--- src/pkg/uspsr_pkg.sv ---
// package: register map, fields, timing and carrier types for the suspend/resume controller
`default_nettype none
package uspsr_pkg;
   // register byte offsets
   localparam logic [7:0] PORT_STATUS_CONTROL_REG = 8'h00;
   localparam logic [7:0] PHY_CONTROL_REG = 8'h04;
   localparam logic [7:0] PHY_POWER_DOWN_REG = 8'h08;
   localparam logic [7:0] IRQ_STATUS_REG = 8'h0c;
   localparam logic [7:0] IRQ_MASK_REG = 8'h10;
   localparam logic [7:0] LINE_STATE_REG = 8'h14;
   // port_status_control_reg fields
   localparam int PSC_HOST_ROLE = 0;
   localparam int PSC_RUN = 1;
   localparam int PSC_PORT_SUSPEND = 2;
   localparam int PSC_LOW_POWER = 3;
   localparam int PSC_FORCE_RESUME = 4;
   localparam int PSC_HIGH_SPEED = 5;
   // phy_control_reg fields
   localparam int PCR_DISC_EN = 0;
   localparam int PCR_CLK_GATE = 1;
   // irq bits
   localparam int IRQ_PORT_CHANGE = 0;
   localparam int IRQ_REMOTE_WAKE = 1;
   localparam int IRQ_HS_DISCONNECT = 2;
   localparam int IRQ_RESUME_DONE = 3;
   localparam int IRQ_W = 4;
   localparam int PWD_W = 8;
   localparam logic [PWD_W-1:0] PWD_ALL = 8'hff;
   localparam logic [PWD_W-1:0] PWD_NONE = 8'h00;
   localparam logic [31:0] RD_ZERO = 32'h0000_0000;
   // timing
   localparam int CLK_HZ = 20_000_000;
   localparam int RESUME_K_US = 20;
   localparam int SE0_IDLE_PS = 1_333_000;
   localparam int CLK_PS = 50_000;
   localparam int RESUME_K_CYC = RESUME_K_US * (CLK_HZ / 1_000_000);
   localparam int SE0_IDLE_CYC = (SE0_IDLE_PS + CLK_PS - 1) / CLK_PS;
   localparam int CNT_W = 16;
   // line states on the data pair
   typedef enum logic [1:0] {LS_SE0 = 2'h0, LS_J = 2'h1, LS_K = 2'h2, LS_SE1 = 2'h3} uspsr_line_t;
   // line drive bundle toward the transceiver
   typedef struct packed {
      logic drive;
      uspsr_line_t state;
   } uspsr_drive_t;
   // events reported by the resume sequencer
   typedef struct packed {
      logic resumeDone;
      logic hsDisconnect;
   } uspsr_seq_evt_t;
endpackage
`default_nettype wire

--- src/logic/uspsr_ctrl.sv ---
// suspend/resume controller top: APB registers, suspend flags, wakeup interrupts
`timescale 1ns/100ps
`default_nettype none
module uspsr_ctrl
(
   // clock and reset
   input wire logic clk,
   input wire logic rst_n,
   // apb slave
   input wire logic psel,
   input wire logic penable,
   input wire logic pwrite,
   input wire logic [7:0] paddr,
   input wire logic [31:0] pwdata,
   output logic [31:0] prdata,
   output logic pready,
   output logic pslverr,
   // link side status from the transceiver
   input wire logic [1:0] lineStateIn,
   input wire logic hostResumeIn,
   input wire logic remoteWakeIn,
   input wire logic hsLevelIn,
   // transceiver control
   output logic lineDriveEn,
   output logic [1:0] lineDriveState,
   output logic [1:0] ctrlLineState,
   output logic hsMode,
   output logic sofEnable,
   output logic lowPowerOut,
   output logic [7:0] powerDownOut,
   output logic clockGateOut,
   output logic discDetectOut,
   // interrupt
   output logic irq
);
   // ****************************************
   // input synchronisers
   // ****************************************
   logic [5:0] syncA_ff;
   logic [5:0] syncB_ff;
   logic hostResumePrev_ff;
   logic remoteWakePrev_ff;
   always_ff @(posedge clk or negedge rst_n)
   begin
      if (!rst_n)
      begin
         syncA_ff <= 6'h00;
         syncB_ff <= 6'h00;
         hostResumePrev_ff <= 1'b0;
         remoteWakePrev_ff <= 1'b0;
      end
      else
      begin
         syncA_ff <= {hsLevelIn, remoteWakeIn, hostResumeIn, lineStateIn, 1'b0};
         syncB_ff <= syncA_ff;
         hostResumePrev_ff <= syncB_ff[3];
         remoteWakePrev_ff <= syncB_ff[4];
      end
   end
   logic [1:0] lineSync;
   logic hsLevelSync;
   logic hostResumeRise;
   logic remoteWakeRise;
   assign lineSync = syncB_ff[2:1];
   assign hsLevelSync = syncB_ff[5];
   assign hostResumeRise = syncB_ff[3] && !hostResumePrev_ff;
   assign remoteWakeRise = syncB_ff[4] && !remoteWakePrev_ff;

   // ****************************************
   // registers
   // ****************************************
   logic hostRole_ff;
   logic run_ff;
   logic portSuspend_ff;
   logic lowPower_ff;
   logic forceResume_ff;
   logic discEn_ff;
   logic clkGate_ff;
   logic [uspsr_pkg::PWD_W-1:0] pwd_ff;
   logic [uspsr_pkg::IRQ_W-1:0] irqStatus_ff;
   logic [uspsr_pkg::IRQ_W-1:0] irqMask_ff;

   function automatic logic hit(input logic [7:0] a, input logic [7:0] off);
      hit = (a == off);
   endfunction

   logic wrAcc;
   logic rdAcc;
   assign wrAcc = psel && penable && pwrite;
   assign rdAcc = psel && penable && !pwrite;

   logic mapped;
   assign mapped = hit(paddr, uspsr_pkg::PORT_STATUS_CONTROL_REG)
      || hit(paddr, uspsr_pkg::PHY_CONTROL_REG) || hit(paddr, uspsr_pkg::PHY_POWER_DOWN_REG)
      || hit(paddr, uspsr_pkg::IRQ_STATUS_REG) || hit(paddr, uspsr_pkg::IRQ_MASK_REG)
      || hit(paddr, uspsr_pkg::LINE_STATE_REG);

   logic wrPsc;
   logic wrPcr;
   logic wrPwd;
   assign wrPsc = wrAcc && hit(paddr, uspsr_pkg::PORT_STATUS_CONTROL_REG);
   assign wrPcr = wrAcc && hit(paddr, uspsr_pkg::PHY_CONTROL_REG);
   assign wrPwd = wrAcc && hit(paddr, uspsr_pkg::PHY_POWER_DOWN_REG);

   // resume sequencer hookup
   uspsr_pkg::uspsr_drive_t seqDrive;
   uspsr_pkg::uspsr_seq_evt_t seqEvt;
   logic seqBypass;
   logic seqHs;
   logic seqSof;
   logic seqBusy;
   logic seqStart;

   // wakeup classification
   logic wakeInSuspend;
   logic wakeInLowPower;
   assign wakeInSuspend = remoteWakeRise && portSuspend_ff && !lowPower_ff;
   assign wakeInLowPower = remoteWakeRise && lowPower_ff && (pwd_ff == uspsr_pkg::PWD_NONE)
      && !clkGate_ff;
   logic anyWake;
   assign anyWake = remoteWakeRise && (portSuspend_ff || lowPower_ff);

   // host resume starts on a remote wake or a software resume of a suspended port
   assign seqStart = hostRole_ff && !seqBusy && portSuspend_ff
      && (anyWake || (wrPsc && pwdata[uspsr_pkg::PSC_FORCE_RESUME]));

   // ****************************************
   // port status control
   // ****************************************
   logic allowLowPower;
   assign allowLowPower = hostRole_ff ? 1'b1 : (!run_ff || portSuspend_ff);

   always_ff @(posedge clk or negedge rst_n)
   begin
      if (!rst_n)
      begin
         hostRole_ff <= 1'b0;
         run_ff <= 1'b0;
         forceResume_ff <= 1'b0;
      end
      else
      begin
         forceResume_ff <= 1'b0;
         if (wrPsc)
         begin
            hostRole_ff <= pwdata[uspsr_pkg::PSC_HOST_ROLE];
            run_ff <= pwdata[uspsr_pkg::PSC_RUN];
            forceResume_ff <= pwdata[uspsr_pkg::PSC_FORCE_RESUME] && !hostRole_ff
               && !lowPower_ff;
         end
      end
   end

   always_ff @(posedge clk or negedge rst_n)
   begin
      if (!rst_n)
         portSuspend_ff <= 1'b0;
      else if (seqStart || (!hostRole_ff && (hostResumeRise || forceResume_ff)))
         portSuspend_ff <= 1'b0;
      else if (wrPsc)
         portSuspend_ff <= pwdata[uspsr_pkg::PSC_PORT_SUSPEND];
   end

   always_ff @(posedge clk or negedge rst_n)
   begin
      if (!rst_n)
         lowPower_ff <= 1'b0;
      else if (!hostRole_ff && hostResumeRise)
         lowPower_ff <= 1'b0;
      else if ((remoteWakeRise && lowPower_ff) || seqStart)
         lowPower_ff <= 1'b0;
      else if (wrPsc)
         lowPower_ff <= pwdata[uspsr_pkg::PSC_LOW_POWER] && allowLowPower;
   end

   // ****************************************
   // phy control and power down
   // ****************************************
   always_ff @(posedge clk or negedge rst_n)
   begin
      if (!rst_n)
      begin
         discEn_ff <= 1'b0;
         clkGate_ff <= 1'b0;
      end
      else if (anyWake || (!hostRole_ff && hostResumeRise))
         clkGate_ff <= 1'b0;
      else if (wrPcr)
      begin
         discEn_ff <= pwdata[uspsr_pkg::PCR_DISC_EN];
         clkGate_ff <= pwdata[uspsr_pkg::PCR_CLK_GATE];
      end
   end

   always_ff @(posedge clk or negedge rst_n)
   begin
      if (!rst_n)
         pwd_ff <= uspsr_pkg::PWD_NONE;
      else if (anyWake || (!hostRole_ff && hostResumeRise))
         pwd_ff <= uspsr_pkg::PWD_NONE;
      else if (wrPwd)
         pwd_ff <= pwdata[uspsr_pkg::PWD_W-1:0];
   end

   // ****************************************
   // interrupts
   // ****************************************
   logic [uspsr_pkg::IRQ_W-1:0] irqSet;
   always_comb
   begin
      irqSet = '0;
      irqSet[uspsr_pkg::IRQ_PORT_CHANGE] = wakeInSuspend || hostResumeRise;
      irqSet[uspsr_pkg::IRQ_REMOTE_WAKE] = wakeInLowPower;
      irqSet[uspsr_pkg::IRQ_HS_DISCONNECT] = seqEvt.hsDisconnect;
      irqSet[uspsr_pkg::IRQ_RESUME_DONE] = seqEvt.resumeDone;
   end

   always_ff @(posedge clk or negedge rst_n)
   begin
      if (!rst_n)
         irqStatus_ff <= '0;
      else if (wrAcc && hit(paddr, uspsr_pkg::IRQ_STATUS_REG))
         irqStatus_ff <= (irqStatus_ff & ~pwdata[uspsr_pkg::IRQ_W-1:0]) | irqSet;
      else
         irqStatus_ff <= irqStatus_ff | irqSet;
   end

   always_ff @(posedge clk or negedge rst_n)
   begin
      if (!rst_n)
         irqMask_ff <= '0;
      else if (wrAcc && hit(paddr, uspsr_pkg::IRQ_MASK_REG))
         irqMask_ff <= pwdata[uspsr_pkg::IRQ_W-1:0];
   end

   always_ff @(posedge clk or negedge rst_n)
   begin
      if (!rst_n)
         irq <= 1'b0;
      else
         irq <= |((irqStatus_ff | irqSet) & irqMask_ff);
   end

   // ****************************************
   // apb read path
   // ****************************************
   logic [31:0] rdMux;
   always_comb
   begin
      rdMux = uspsr_pkg::RD_ZERO;
      unique case (1'b1)
         hit(paddr, uspsr_pkg::PORT_STATUS_CONTROL_REG):
         begin
            rdMux[uspsr_pkg::PSC_HOST_ROLE] = hostRole_ff;
            rdMux[uspsr_pkg::PSC_RUN] = run_ff;
            rdMux[uspsr_pkg::PSC_PORT_SUSPEND] = portSuspend_ff;
            rdMux[uspsr_pkg::PSC_LOW_POWER] = lowPower_ff;
            rdMux[uspsr_pkg::PSC_HIGH_SPEED] = seqHs;
         end
         hit(paddr, uspsr_pkg::PHY_CONTROL_REG):
         begin
            rdMux[uspsr_pkg::PCR_DISC_EN] = discEn_ff;
            rdMux[uspsr_pkg::PCR_CLK_GATE] = clkGate_ff;
         end
         hit(paddr, uspsr_pkg::PHY_POWER_DOWN_REG):
            rdMux[uspsr_pkg::PWD_W-1:0] = pwd_ff;
         hit(paddr, uspsr_pkg::IRQ_STATUS_REG):
            rdMux[uspsr_pkg::IRQ_W-1:0] = irqStatus_ff;
         hit(paddr, uspsr_pkg::IRQ_MASK_REG):
            rdMux[uspsr_pkg::IRQ_W-1:0] = irqMask_ff;
         hit(paddr, uspsr_pkg::LINE_STATE_REG):
            rdMux[1:0] = lineSync;
         default:
            rdMux = uspsr_pkg::RD_ZERO;
      endcase
   end

   always_ff @(posedge clk or negedge rst_n)
   begin
      if (!rst_n)
      begin
         prdata <= uspsr_pkg::RD_ZERO;
         pready <= 1'b0;
         pslverr <= 1'b0;
      end
      else
      begin
         pready <= psel && !penable;
         pslverr <= psel && !penable && !mapped;
         if (psel && !penable && !pwrite)
            prdata <= rdMux;
      end
   end

   // ****************************************
   // resume sequencer and transceiver outputs
   // ****************************************
   uspsr_resume_seq u_seq
   (
      .clk(clk),
      .rst_n(rst_n),
      .start(seqStart),
      .discEnable(discEn_ff),
      .hsLevelSeen(hsLevelSync),
      .lineDrive(seqDrive),
      .bypass(seqBypass),
      .hsSwitch(seqHs),
      .sofAllow(seqSof),
      .busy(seqBusy),
      .evt(seqEvt)
   );

   always_ff @(posedge clk or negedge rst_n)
   begin
      if (!rst_n)
      begin
         lineDriveEn <= 1'b0;
         lineDriveState <= 2'h0;
         ctrlLineState <= 2'h0;
         hsMode <= 1'b0;
         sofEnable <= 1'b0;
         lowPowerOut <= 1'b0;
         powerDownOut <= uspsr_pkg::PWD_NONE;
         clockGateOut <= 1'b0;
         discDetectOut <= 1'b0;
      end
      else
      begin
         lineDriveEn <= seqDrive.drive;
         lineDriveState <= seqDrive.state;
         ctrlLineState <= seqBypass ? lineSync : uspsr_pkg::LS_SE0;
         hsMode <= seqHs;
         sofEnable <= seqSof;
         lowPowerOut <= lowPower_ff;
         powerDownOut <= pwd_ff;
         clockGateOut <= clkGate_ff;
         discDetectOut <= discEn_ff;
      end
   end

   logic unusedRd;
   assign unusedRd = rdAcc ^ syncB_ff[0] ^ (|pwdata[31:8]) ^ (&pwd_ff);
endmodule
`default_nettype wire

--- src/logic/uspsr_resume_seq.sv ---
// host resume sequencer: K drive, SE0 end, speed handover, idle before frames
`timescale 1ns/100ps
`default_nettype none
module uspsr_resume_seq
(
   // clock and reset
   input wire logic clk,
   input wire logic rst_n,
   // control
   input wire logic start,
   input wire logic discEnable,
   input wire logic hsLevelSeen,
   // line and controller side
   output uspsr_pkg::uspsr_drive_t lineDrive,
   output logic bypass,
   output logic hsSwitch,
   output logic sofAllow,
   output logic busy,
   output uspsr_pkg::uspsr_seq_evt_t evt
);
   typedef enum logic [2:0] {S_IDLE, S_K, S_SE0, S_HS, S_WAIT, S_RUN} uspsr_seq_st_t;
   uspsr_seq_st_t state_ff;
   logic [uspsr_pkg::CNT_W-1:0] cnt_ff;
   localparam logic [uspsr_pkg::CNT_W-1:0] K_LAST = uspsr_pkg::CNT_W'(uspsr_pkg::RESUME_K_CYC - 1);
   localparam logic [uspsr_pkg::CNT_W-1:0] IDLE_LAST = uspsr_pkg::CNT_W'(uspsr_pkg::SE0_IDLE_CYC - 1);
   localparam logic [uspsr_pkg::CNT_W-1:0] CNT_ZERO = 16'h0000;

   // ****************************************
   // sequence
   // ****************************************
   always_ff @(posedge clk or negedge rst_n)
   begin
      if (!rst_n)
      begin
         state_ff <= S_IDLE;
         cnt_ff <= CNT_ZERO;
      end
      else
      begin
         unique case (state_ff)
            S_IDLE:
            begin
               cnt_ff <= CNT_ZERO;
               if (start)
                  state_ff <= S_K;
            end
            S_K:
            begin
               cnt_ff <= cnt_ff + 16'h0001;
               if (cnt_ff == K_LAST)
                  state_ff <= S_SE0;
            end
            S_SE0:
            begin
               cnt_ff <= CNT_ZERO;
               state_ff <= S_HS;
            end
            S_HS:
               state_ff <= S_WAIT;
            S_WAIT:
            begin
               cnt_ff <= cnt_ff + 16'h0001;
               if (cnt_ff == IDLE_LAST)
                  state_ff <= S_RUN;
            end
            S_RUN:
               state_ff <= S_IDLE;
         endcase
      end
   end

   always_ff @(posedge clk or negedge rst_n)
   begin
      if (!rst_n)
      begin
         lineDrive <= '{drive: 1'b0, state: uspsr_pkg::LS_J};
         bypass <= 1'b0;
         hsSwitch <= 1'b0;
         sofAllow <= 1'b0;
         busy <= 1'b0;
         evt <= '0;
      end
      else
      begin
         lineDrive.drive <= (state_ff == S_K) || (state_ff == S_SE0) || (state_ff == S_HS);
         lineDrive.state <= (state_ff == S_K) ? uspsr_pkg::LS_K : uspsr_pkg::LS_SE0;
         bypass <= (state_ff == S_K) || (state_ff == S_SE0);
         hsSwitch <= (state_ff == S_HS) || (state_ff == S_WAIT) || (state_ff == S_RUN);
         sofAllow <= (state_ff == S_RUN);
         busy <= (state_ff != S_IDLE);
         evt.resumeDone <= (state_ff == S_RUN);
         evt.hsDisconnect <= discEnable && hsLevelSeen && (state_ff == S_IDLE);
      end
   end
endmodule
`default_nettype wire

--- config.mk ---
export PLATFORM = sky130hd
export DESIGN_NAME = uspsr_ctrl
export DESIGN_NICKNAME = d
export VERILOG_FILES = /design/src/pkg/uspsr_pkg.sv /design/src/logic/uspsr_ctrl.sv /design/src/logic/uspsr_resume_seq.sv
export SDC_FILE = /design/constraint.sdc
export NUM_CORES = 1
export LEC_CHECK = 0
export BUFFER_PORTS_ARGS = -buffer_cell sky130_fd_sc_hd__buf_2
export CAP_MARGIN = 20
export CORE_ASPECT_RATIO = 0.6
export CORE_MARGIN = 3
export CORE_UTILIZATION = 48
export DETAILED_ROUTE_END_ITERATION = 6
export GPL_TIMING_DRIVEN = 0
export PLACE_DENSITY = 0.76
export SYNTH_ARGS = -nofsm -noshare
export SYNTH_HDL_FRONTEND = slang
export SYNTH_SLANG_ARGS = --single-unit
--- constraint.sdc ---
create_clock -name clk -period 1.6 [get_ports clk]
set_input_delay 0.08 -clock clk [delete_from_list [all_inputs] [get_ports clk]]
set_output_delay 0.08 -clock clk [all_outputs]
set_load 0.005 [all_outputs]
==> impl_metrics.env, run 1 <==
export IMPL_status="complete, but fails checks"
export IMPL_failed_checks="negative setup slack"
export IMPL_min_path_type="primary input to flip-flop"
export IMPL_drtIter0Drc=290
export IMPL_nets=499
export IMPL_clk_insertion_delay_late_ns=0.34
export IMPL_seq_area_frac_synth=0.569
export IMPL_cp_max_fo=10
export IMPL_ys_warn_count=0
export IMPL_post_route_min_period_ns=1.63
export IMPL_n_antenna_cell=0
export IMPL_rsz0062_at_grt="yes"
export IMPL_relSlewSlack=0.624
export IMPL_drc=0
export IMPL_synth_top_cells_by_area="dfrtp_1, buf_4, mux2i_1, nand2_1, mux2_2"
export IMPL_rows=25
export IMPL_cellLeakagePower_nw=2.56
export IMPL_internal_power_w=0.00451
export IMPL_p_switching_w=0.00179
export IMPL_ir_drop_mv=0.718
export IMPL_grt_max_degree=71
export IMPL_clk_pin_slew_ns=0.06
export IMPL_skew_ns=0.00628
export IMPL_crit_type="flip-flop to flip-flop"
export IMPL_netlist_area_leader_share=0.563
export IMPL_clockBufferDepth=2
export IMPL_sw_frac_of_total=0.284
export IMPL_clock_fmax_mhz=613
export IMPL_routed_wl_mm=9.20
export IMPL_timing_final_crit_share=1.02
export IMPL_layout_drive_gt1_share=0.325
export IMPL_io_pins=103
export IMPL_worst_path_buf_inv=1
export IMPL_hpwlAfterDp_mm=6.27
export IMPL_grt_pass1_wl_mm=14.6
export IMPL_worstMarginPinSlew_ns=0.559
export IMPL_most_common_layout_cells="dfrtp_1, buf_2, buf_4"
export IMPL_syn_cell_area_sq_um=4000
export IMPL_grt_overflow=0
export IMPL_crit_family="flip-flops"
export IMPL_slowest_delay_ns=0.51
export IMPL_yosys_area_top_type="dfrtp_1"
export IMPL_fin_util=0.648
export IMPL_port_buffers=53
export IMPL_path_cells="buf_2, a211oi_4, a2111o_1, and3_1"
export IMPL_antenna_found_initial=0
export IMPL_p_clk_frac=0.348
export IMPL_wl_per_cell_um=16.4
export IMPL_die_area_sq_um=9500
export IMPL_cts_made_buffers=9
export IMPL_dieHeight_um=76.7
export IMPL_setup_slack_ns=-0.0305
export IMPL_synth_avg_cell_area_sq_um=11.7
export IMPL_cp_end_kind="flip-flop"
export IMPL_gp_congestion=0.944
export IMPL_ys_ff_latch=91
export IMPL_final_common_cell="dfrtp_1"
export IMPL_core_area_sq_um=7980
export IMPL_critPathLaunchType="flip-flop"
export IMPL_start_util=0.502
export IMPL_final_setup_tns_ns=-0.0591
export IMPL_syn_to_final_growth_pct=29.1
export IMPL_first_pass_iters=5
export IMPL_postSynthCellCount=341
export IMPL_pwr_share_comb=0.229
export IMPL_synth_cell_type_count=55
export IMPL_viasPerCell=5.36
export IMPL_cts_max_level=3
export IMPL_finalSetupViolCount=4
export IMPL_cts_root_buf="clkbuf_16"
export IMPL_slowest_stage="dfrtp_1"
export IMPL_report_final_slew_viol_count=0
export IMPL_pwr_share_seq=0.423
export IMPL_critPathArrivalTime_ns=1.87
export IMPL_vias=3001
export IMPL_powerDensity_nw_per_um2=1220
export IMPL_critPathRequiredTime_ns=1.84
export IMPL_grt_pass1_vias=2799
export IMPL_final_antenna_net_count=0
export IMPL_chipWidth_um=124
export IMPL_clock_sinks=91
export IMPL_hold_viol=0
export IMPL_cts_tree="yes"
export IMPL_drv_cap=0
export IMPL_grt_util_all_layers=0.198
-- synthesized netlist by cell type (all sizes together) --
cell     n
and4     3
nand2b   4
nand3   14
dfstp    1
o22ai    1
nor3     5
xnor2    2
o41a     1
nor4     7
a21boi   1
a2111o   1
or2      3
o21ai   17
or3b     1
and2     3
a22o     8
o311ai   2
o41ai    2
nor4b    6
nand3b   2
maj3     1
and3     6
a21oi    5
dfrtp   90
buf     30
nor2b    4
mux2    11
clkbuf   6
a21o     6
a31oi    2
ha       2
a22oi    5
mux2i   18
a211oi   2
nand2   26
nor2    24
nor3b    4
conb     1
a41oi    2
inv      5
a221oi   2
nand4    5
-- final cells by class --
class | count | area, sq um
sequential | 91 | 2280
multi-input combinational | 233 | 1720
fill | 606 | 2810
inverter | 5 | 18.8
clock buffer | 13 | 240
timing repair buffer | 73 | 463
tap | 108 | 135
clock inverter | 3 | 65.1
buffer | 34 | 244
-- through the flow --
stage               setup slack, ns  total power [W]  area (sq um)  hold WS [ns]  std cells
floorplan                   0.00619          0.00338          4100        -0.216        365
global placement             -0.321          0.00372          4500         0.188        526
detailed placement           -0.139          0.00375          4530      -0.00835        527
CTS                         -0.0468          0.00610          5010        0.0125        555
global route                -0.0862          0.00661          5170        0.0113        560
finish                      -0.0305          0.00629          5170        0.0135        560
-- power by group through the flow --
stage | clock, W | combinational, W | sequential [W]
floorplan | 0 | 0.000713 | 0.00266
CTS | 0.00222 | 0.00123 | 0.00265
finish | 0.00219 | 0.00144 | 0.00266
global route | 0.00234 | 0.00159 | 0.00269
global placement | 0 | 0.00104 | 0.00268
detailed placement | 0 | 0.00106 | 0.00269
-- per-layer routing --
| layer | vias up | GRT usage | wire (um) |
|---|---|---|---|
| met3 | 19 | 0.0715 | 973 |
| met2 | 160 | 0.255 | 3900 |
| li1 | 1387 | - | - |
| met4 | 0 | 0.0674 | 155 |
| met5 | - | 0 | 0 |
| met1 | 1435 | 0.305 | 4170 |
-- flip-flops by register name (all words and copies together) (netlist names), 2 cells and up --
| register | flops |
|---|---|
| u_seq.cnt_ff | 16 |
| powerDownOut | 8 |
| prdata | 8 |
| pwd_ff | 8 |
| syncA_ff | 5 |
| syncB_ff | 5 |
| irqMask_ff | 4 |
| irqStatus_ff | 4 |
| u_seq.lineDrive | 3 |
| u_seq.state_ff | 3 |
| ctrlLineState | 2 |
| lineDriveState | 2 |
-- cell families (layout without fill, tap and decap cells) --
| family | count (synthesis) | in the layout | synth area share |
|---|---|---|---|
| xor gates and xnor gates | 2 | 2 | 0.00626 |
| other | 1 | 25 | 0.000937 |
| AOI/OAI and AO/OA | 57 | 57 | 0.101 |
| muxes | 29 | 29 | 0.0760 |
| DFF | 91 | 91 | 0.569 |
| buffers and inverters | 41 | 128 | 0.0638 |
| adders and majority gates | 3 | 3 | 0.00875 |
| and+or+nand+nor | 117 | 117 | 0.174 |
-- final timing paths --
kind,startpoint,end,slack [ns],cells past startpoint
setup / recovery,u_seq.state_ff[1]$_DFFE_PN0P_,u_seq.state_ff[0]$_DFFE_PN0P_,-0.03,4
hold / removal,pwdata[3],irqMask_ff[3]$_DFFE_PN0P_,0.01,2
setup reg to reg,u_seq.state_ff[1]$_DFFE_PN0P_,u_seq.state_ff[0]$_DFFE_PN0P_,-0.03,4
hold reg to reg,u_seq.lineDrive[2]$_DFF_PN0_,lineDriveEn$_DFF_PN0_,0.35,0
max in group asynchronous,rst_n,u_seq.lineDrive[0]$_DFF_PN1_,0.77,3
min in group asynchronous,rst_n,prdata[2]$_DFFE_PN0P_,0.17,2
-- what timing repair did --
| action | 4_1_cts | 5_1_grt |
|---|---|---|
| setup buffers | 3 | 6 |
| hold buffers | 10 | 0 |
| pin swaps | 3 | 8 |
| hold endpoints to repair | 36 | 0 |
| resized for setup | 10 | 27 |
| endpoints found under the setup margin | 7 | 17 |
(Power assumes the default switching activity.)
==> run 2, diff against run 1 <==
Settings changed: CORE_MARGIN 3 to default, SYNTH_HIERARCHICAL from default to 1.
==> run 2 against run 1 <==
The flow now finishes without violations. Synthesized cell count down 0.59%. Clock skew increased by 0.0020 ns. Sequential share of layout area increased by 0.61 points. Wire length shrank 5.1%. Via count down 1.5%. Largest cell class unchanged. Highest routed layer unchanged.
==> impl_metrics.env, run 2 <==
export IMPL_critPathArrivalTime_ns=1.80
export IMPL_drc=0
export IMPL_cp_max_fo=7
export IMPL_slowest_delay_ns=0.54
export IMPL_routed_wl_mm=8.73
export IMPL_postSynth_asyncResetShare=1.00
export IMPL_ys_ff_latch=91
export IMPL_startpoint="hostRole_ff$_DFFE_PN0P_"
export IMPL_r2r_cells=4
export IMPL_design_area_sq_um=5100
export IMPL_grt_overflow=0
export IMPL_ff2ff_setup_slack_ns=0.02
export IMPL_syn_cell_area_sq_um=4030
export IMPL_syn_to_final_growth_pct=26.6
export IMPL_wl_per_cell_um=15.6
export IMPL_yosys_area_top_type="dfrtp_1"
export IMPL_yosys_top_cells_count="dfrtp_1, nand2_1, buf_4, nor2_1, mux2i_1"
export IMPL_rsz0062_at_grt="yes"
export IMPL_largest_reg_flops=16
export IMPL_clock_sinks=91
export IMPL_netlist_area_leader_share=0.559
export IMPL_finalSetupViolCount=0
export IMPL_whs_path_depth=3
export IMPL_relSlewSlack=0.606
export IMPL_clk_insertion_delay_late_ns=0.34
export IMPL_place_ws_ns=-0.160
export IMPL_ir_drop_mv=0.797
export IMPL_core_area_sq_um=8010
export IMPL_cellLeakagePower_nw=2.55
export IMPL_muxShareOfSynthArea=0.0882
export IMPL_cts_root_buf="clkbuf_16"
export IMPL_final_fill_count=626
export IMPL_clock_fmax_mhz=632
export IMPL_synth_xor_area_frac=0.0102
export IMPL_synth_avg_cell_area_sq_um=11.9
export IMPL_cp_num_cells=4
export IMPL_status="complete, no violations"
export IMPL_start_util=0.503
export IMPL_ys_flop_type="dfrtp_1"
export IMPL_final_seq_area_sq_um=2280
export IMPL_timing_rr_start="hostRole_ff$_DFFE_PN0P_"
export IMPL_crit_type="flip-flop to flip-flop"
export IMPL_layout_drive_gt1_share=0.342
export IMPL_postSynthCellCount=339
export IMPL_cts_tree="yes"
export IMPL_die_area_sq_um=8780
export IMPL_chipWidth_um=120
export IMPL_nets=497
export IMPL_slowest_stage="or3b_2"
export IMPL_cts_made_buffers=9
export IMPL_n_antenna_cell=0
export IMPL_grt_max_degree=50
export IMPL_report_final_slew_viol_count=0
export IMPL_drv_cap=0
export IMPL_port_buffers=52
export IMPL_cp_end_kind="flip-flop"
export IMPL_grt_pass1_wl_mm=14.1
export IMPL_ys_warn_count=6
export IMPL_synth_most_common_cell="dfrtp_1"
export IMPL_synth_cell_type_count=63
export IMPL_hold_viol=0
export IMPL_clockBufferDepth=2
export IMPL_seq_area_frac_synth=0.566
export IMPL_reg2reg_to="discEn_ff$_DFFE_PN0P_"
export IMPL_hpwlAfterDp_mm=6.07
export IMPL_vias=2956
export IMPL_synth_top_cells_by_area="dfrtp_1, buf_4, mux2i_1, mux2_2, nand2_1"
export IMPL_placed_area_sq_um=4540
export IMPL_clk_pin_slew_ns=0.06
export IMPL_critPathLaunchType="flip-flop"
export IMPL_antenna_found_initial=0
export IMPL_io_pins=103
export IMPL_rows=25
export IMPL_multi_input_area_sq_um=1640
export IMPL_synth_top_family_by_area="simple AND/OR/NAND/NOR gates"
export IMPL_critPathRequiredTime_ns=1.82
export IMPL_gp_congestion=0.887
export IMPL_viasPerCell=5.30
export IMPL_final_antenna_net_count=0
export IMPL_final_common_cell="dfrtp_1"
export IMPL_timing_final_crit_share=0.989
export IMPL_final_setup_tns_ns=0
export IMPL_most_common_layout_cells="dfrtp_1, buf_2, buf_4"
export IMPL_setup_slack_ns=0.0182
export IMPL_cts_max_level=3
export IMPL_synth_edf_count=0
export IMPL_grt_pass1_vias=2686
export IMPL_endpoint="discEn_ff$_DFFE_PN0P_"
export IMPL_path_cells="or3b_2, o21ai_4, nor2_1, mux2_2"
export IMPL_regMostFlops="u_seq/cnt_ff"
export IMPL_grt_util_all_layers=0.217
export IMPL_first_pass_iters=5
export IMPL_synth_simple_gate_area_share=0.182
export IMPL_dieHeight_um=73.0
export IMPL_worstMarginPinSlew_ns=0.586
export IMPL_min_path_type="primary input to flip-flop"
export IMPL_worst_path_buf_inv=0
export IMPL_synth_fa_ha_area_frac=0.00621
export IMPL_skew_ns=0.00824
export IMPL_drtIter0Drc=247
export IMPL_synth_compound_area_frac=0.0811
export IMPL_crit_family="simple AND/OR/NAND/NOR gates"
export IMPL_powerDensity_nw_per_um2=947
export IMPL_post_route_min_period_ns=1.58
run 2: cell types whose count changed after synthesis, moves of 4 or more:
cell and change:
a22o_1 -5, clkbuf_1 -4, nand4_1 +4, nor3_1 +5
o21ai_0 +4, o21ai_1 -4
run 2: routing by layer:
| layer | GRT usage | part of all wire | vias up | routed length, um |
|---|---|---|---|---|
| met5 | 0 | 0 | - | 0 |
| met4 | 0.0686 | 0.0046 | 0 | 40 |
| met3 | 0.0703 | 0.093 | 6 | 815 |
| met2 | 0.308 | 0.43 | 141 | 3790 |
| met1 | 0.316 | 0.47 | 1423 | 4080 |
| li1 | - | - | 1386 | - |
run 2: worst min-delay path by stage:
stage,slack [ns],startpoint,endpoint
floorplan,-0.22,rst_n,clkGate_ff$_DFFE_PN0P_
global placement,0.19,lineStateIn[1],syncA_ff[2]$_DFF_PN0_
detailed placement,0.11,rst_n,prdata[7]$_DFFE_PN0P_
CTS,0.01,pwdata[5],pwd_ff[5]$_DFFE_PN0P_
global route,0.04,pwdata[3],irqMask_ff[3]$_DFFE_PN0P_
finish,0.01,pwdata[5],pwd_ff[5]$_DFFE_PN0P_
run 2: logic make-up after synthesis:
kind of cell | Yosys count
and+or+nand+nor | 122
DFF | 91
AOI/OAI and AO/OA | 48
buffers and inverters | 40
muxes | 31
xor gates and xnor gates | 3
adders and majority gates | 2
other | 2
run 2: what timing repair did:
item                       in CTS  in global routing
pin swaps                       0                  4
setup endpoints to repair       4                 15
buffers inserted                2                  8
hold endpoints to repair       49                  0
resized for setup               3                 20
hold buffers                    9                  0
run 2: layout make-up:
cell class | count | area share
multi-input combinational | 231 | 0.321
sequential | 91 | 0.448
inverter | 5 | 0.00368
tap | 108 | 0.0265
clock inverter | 6 | 0.0174
buffer | 35 | 0.0491
timing repair buffer | 72 | 0.0893
clock buffer | 10 | 0.0449
run 2: stage by stage:
step	utilization	std cells	power, W	hold slack, ns
final	0.637	558	0.00483	0.0139
after global routing	0.637	558	0.00500	0.0367
after CTS	0.622	550	0.00488	0.00969
after detailed placement	0.567	523	0.00263	0.106
after global placement	0.563	522	0.00261	0.187
after floorplan	-	362	0.00250	-0.216
run 2: report_power, final:
| group | internal (W) | switching (W) |
|---|---|---|
| clock | 0.00137 | 0.000850 |
| combinational | 0.000121 | 0.000146 |
| sequential | 0.00233 | 0.0000119 |
run 2: tightest hold or removal path, cell delays in order:
cell     delay (ns)
buf_2          0.08
mux2i_1        0.05
nor2_1         0.09
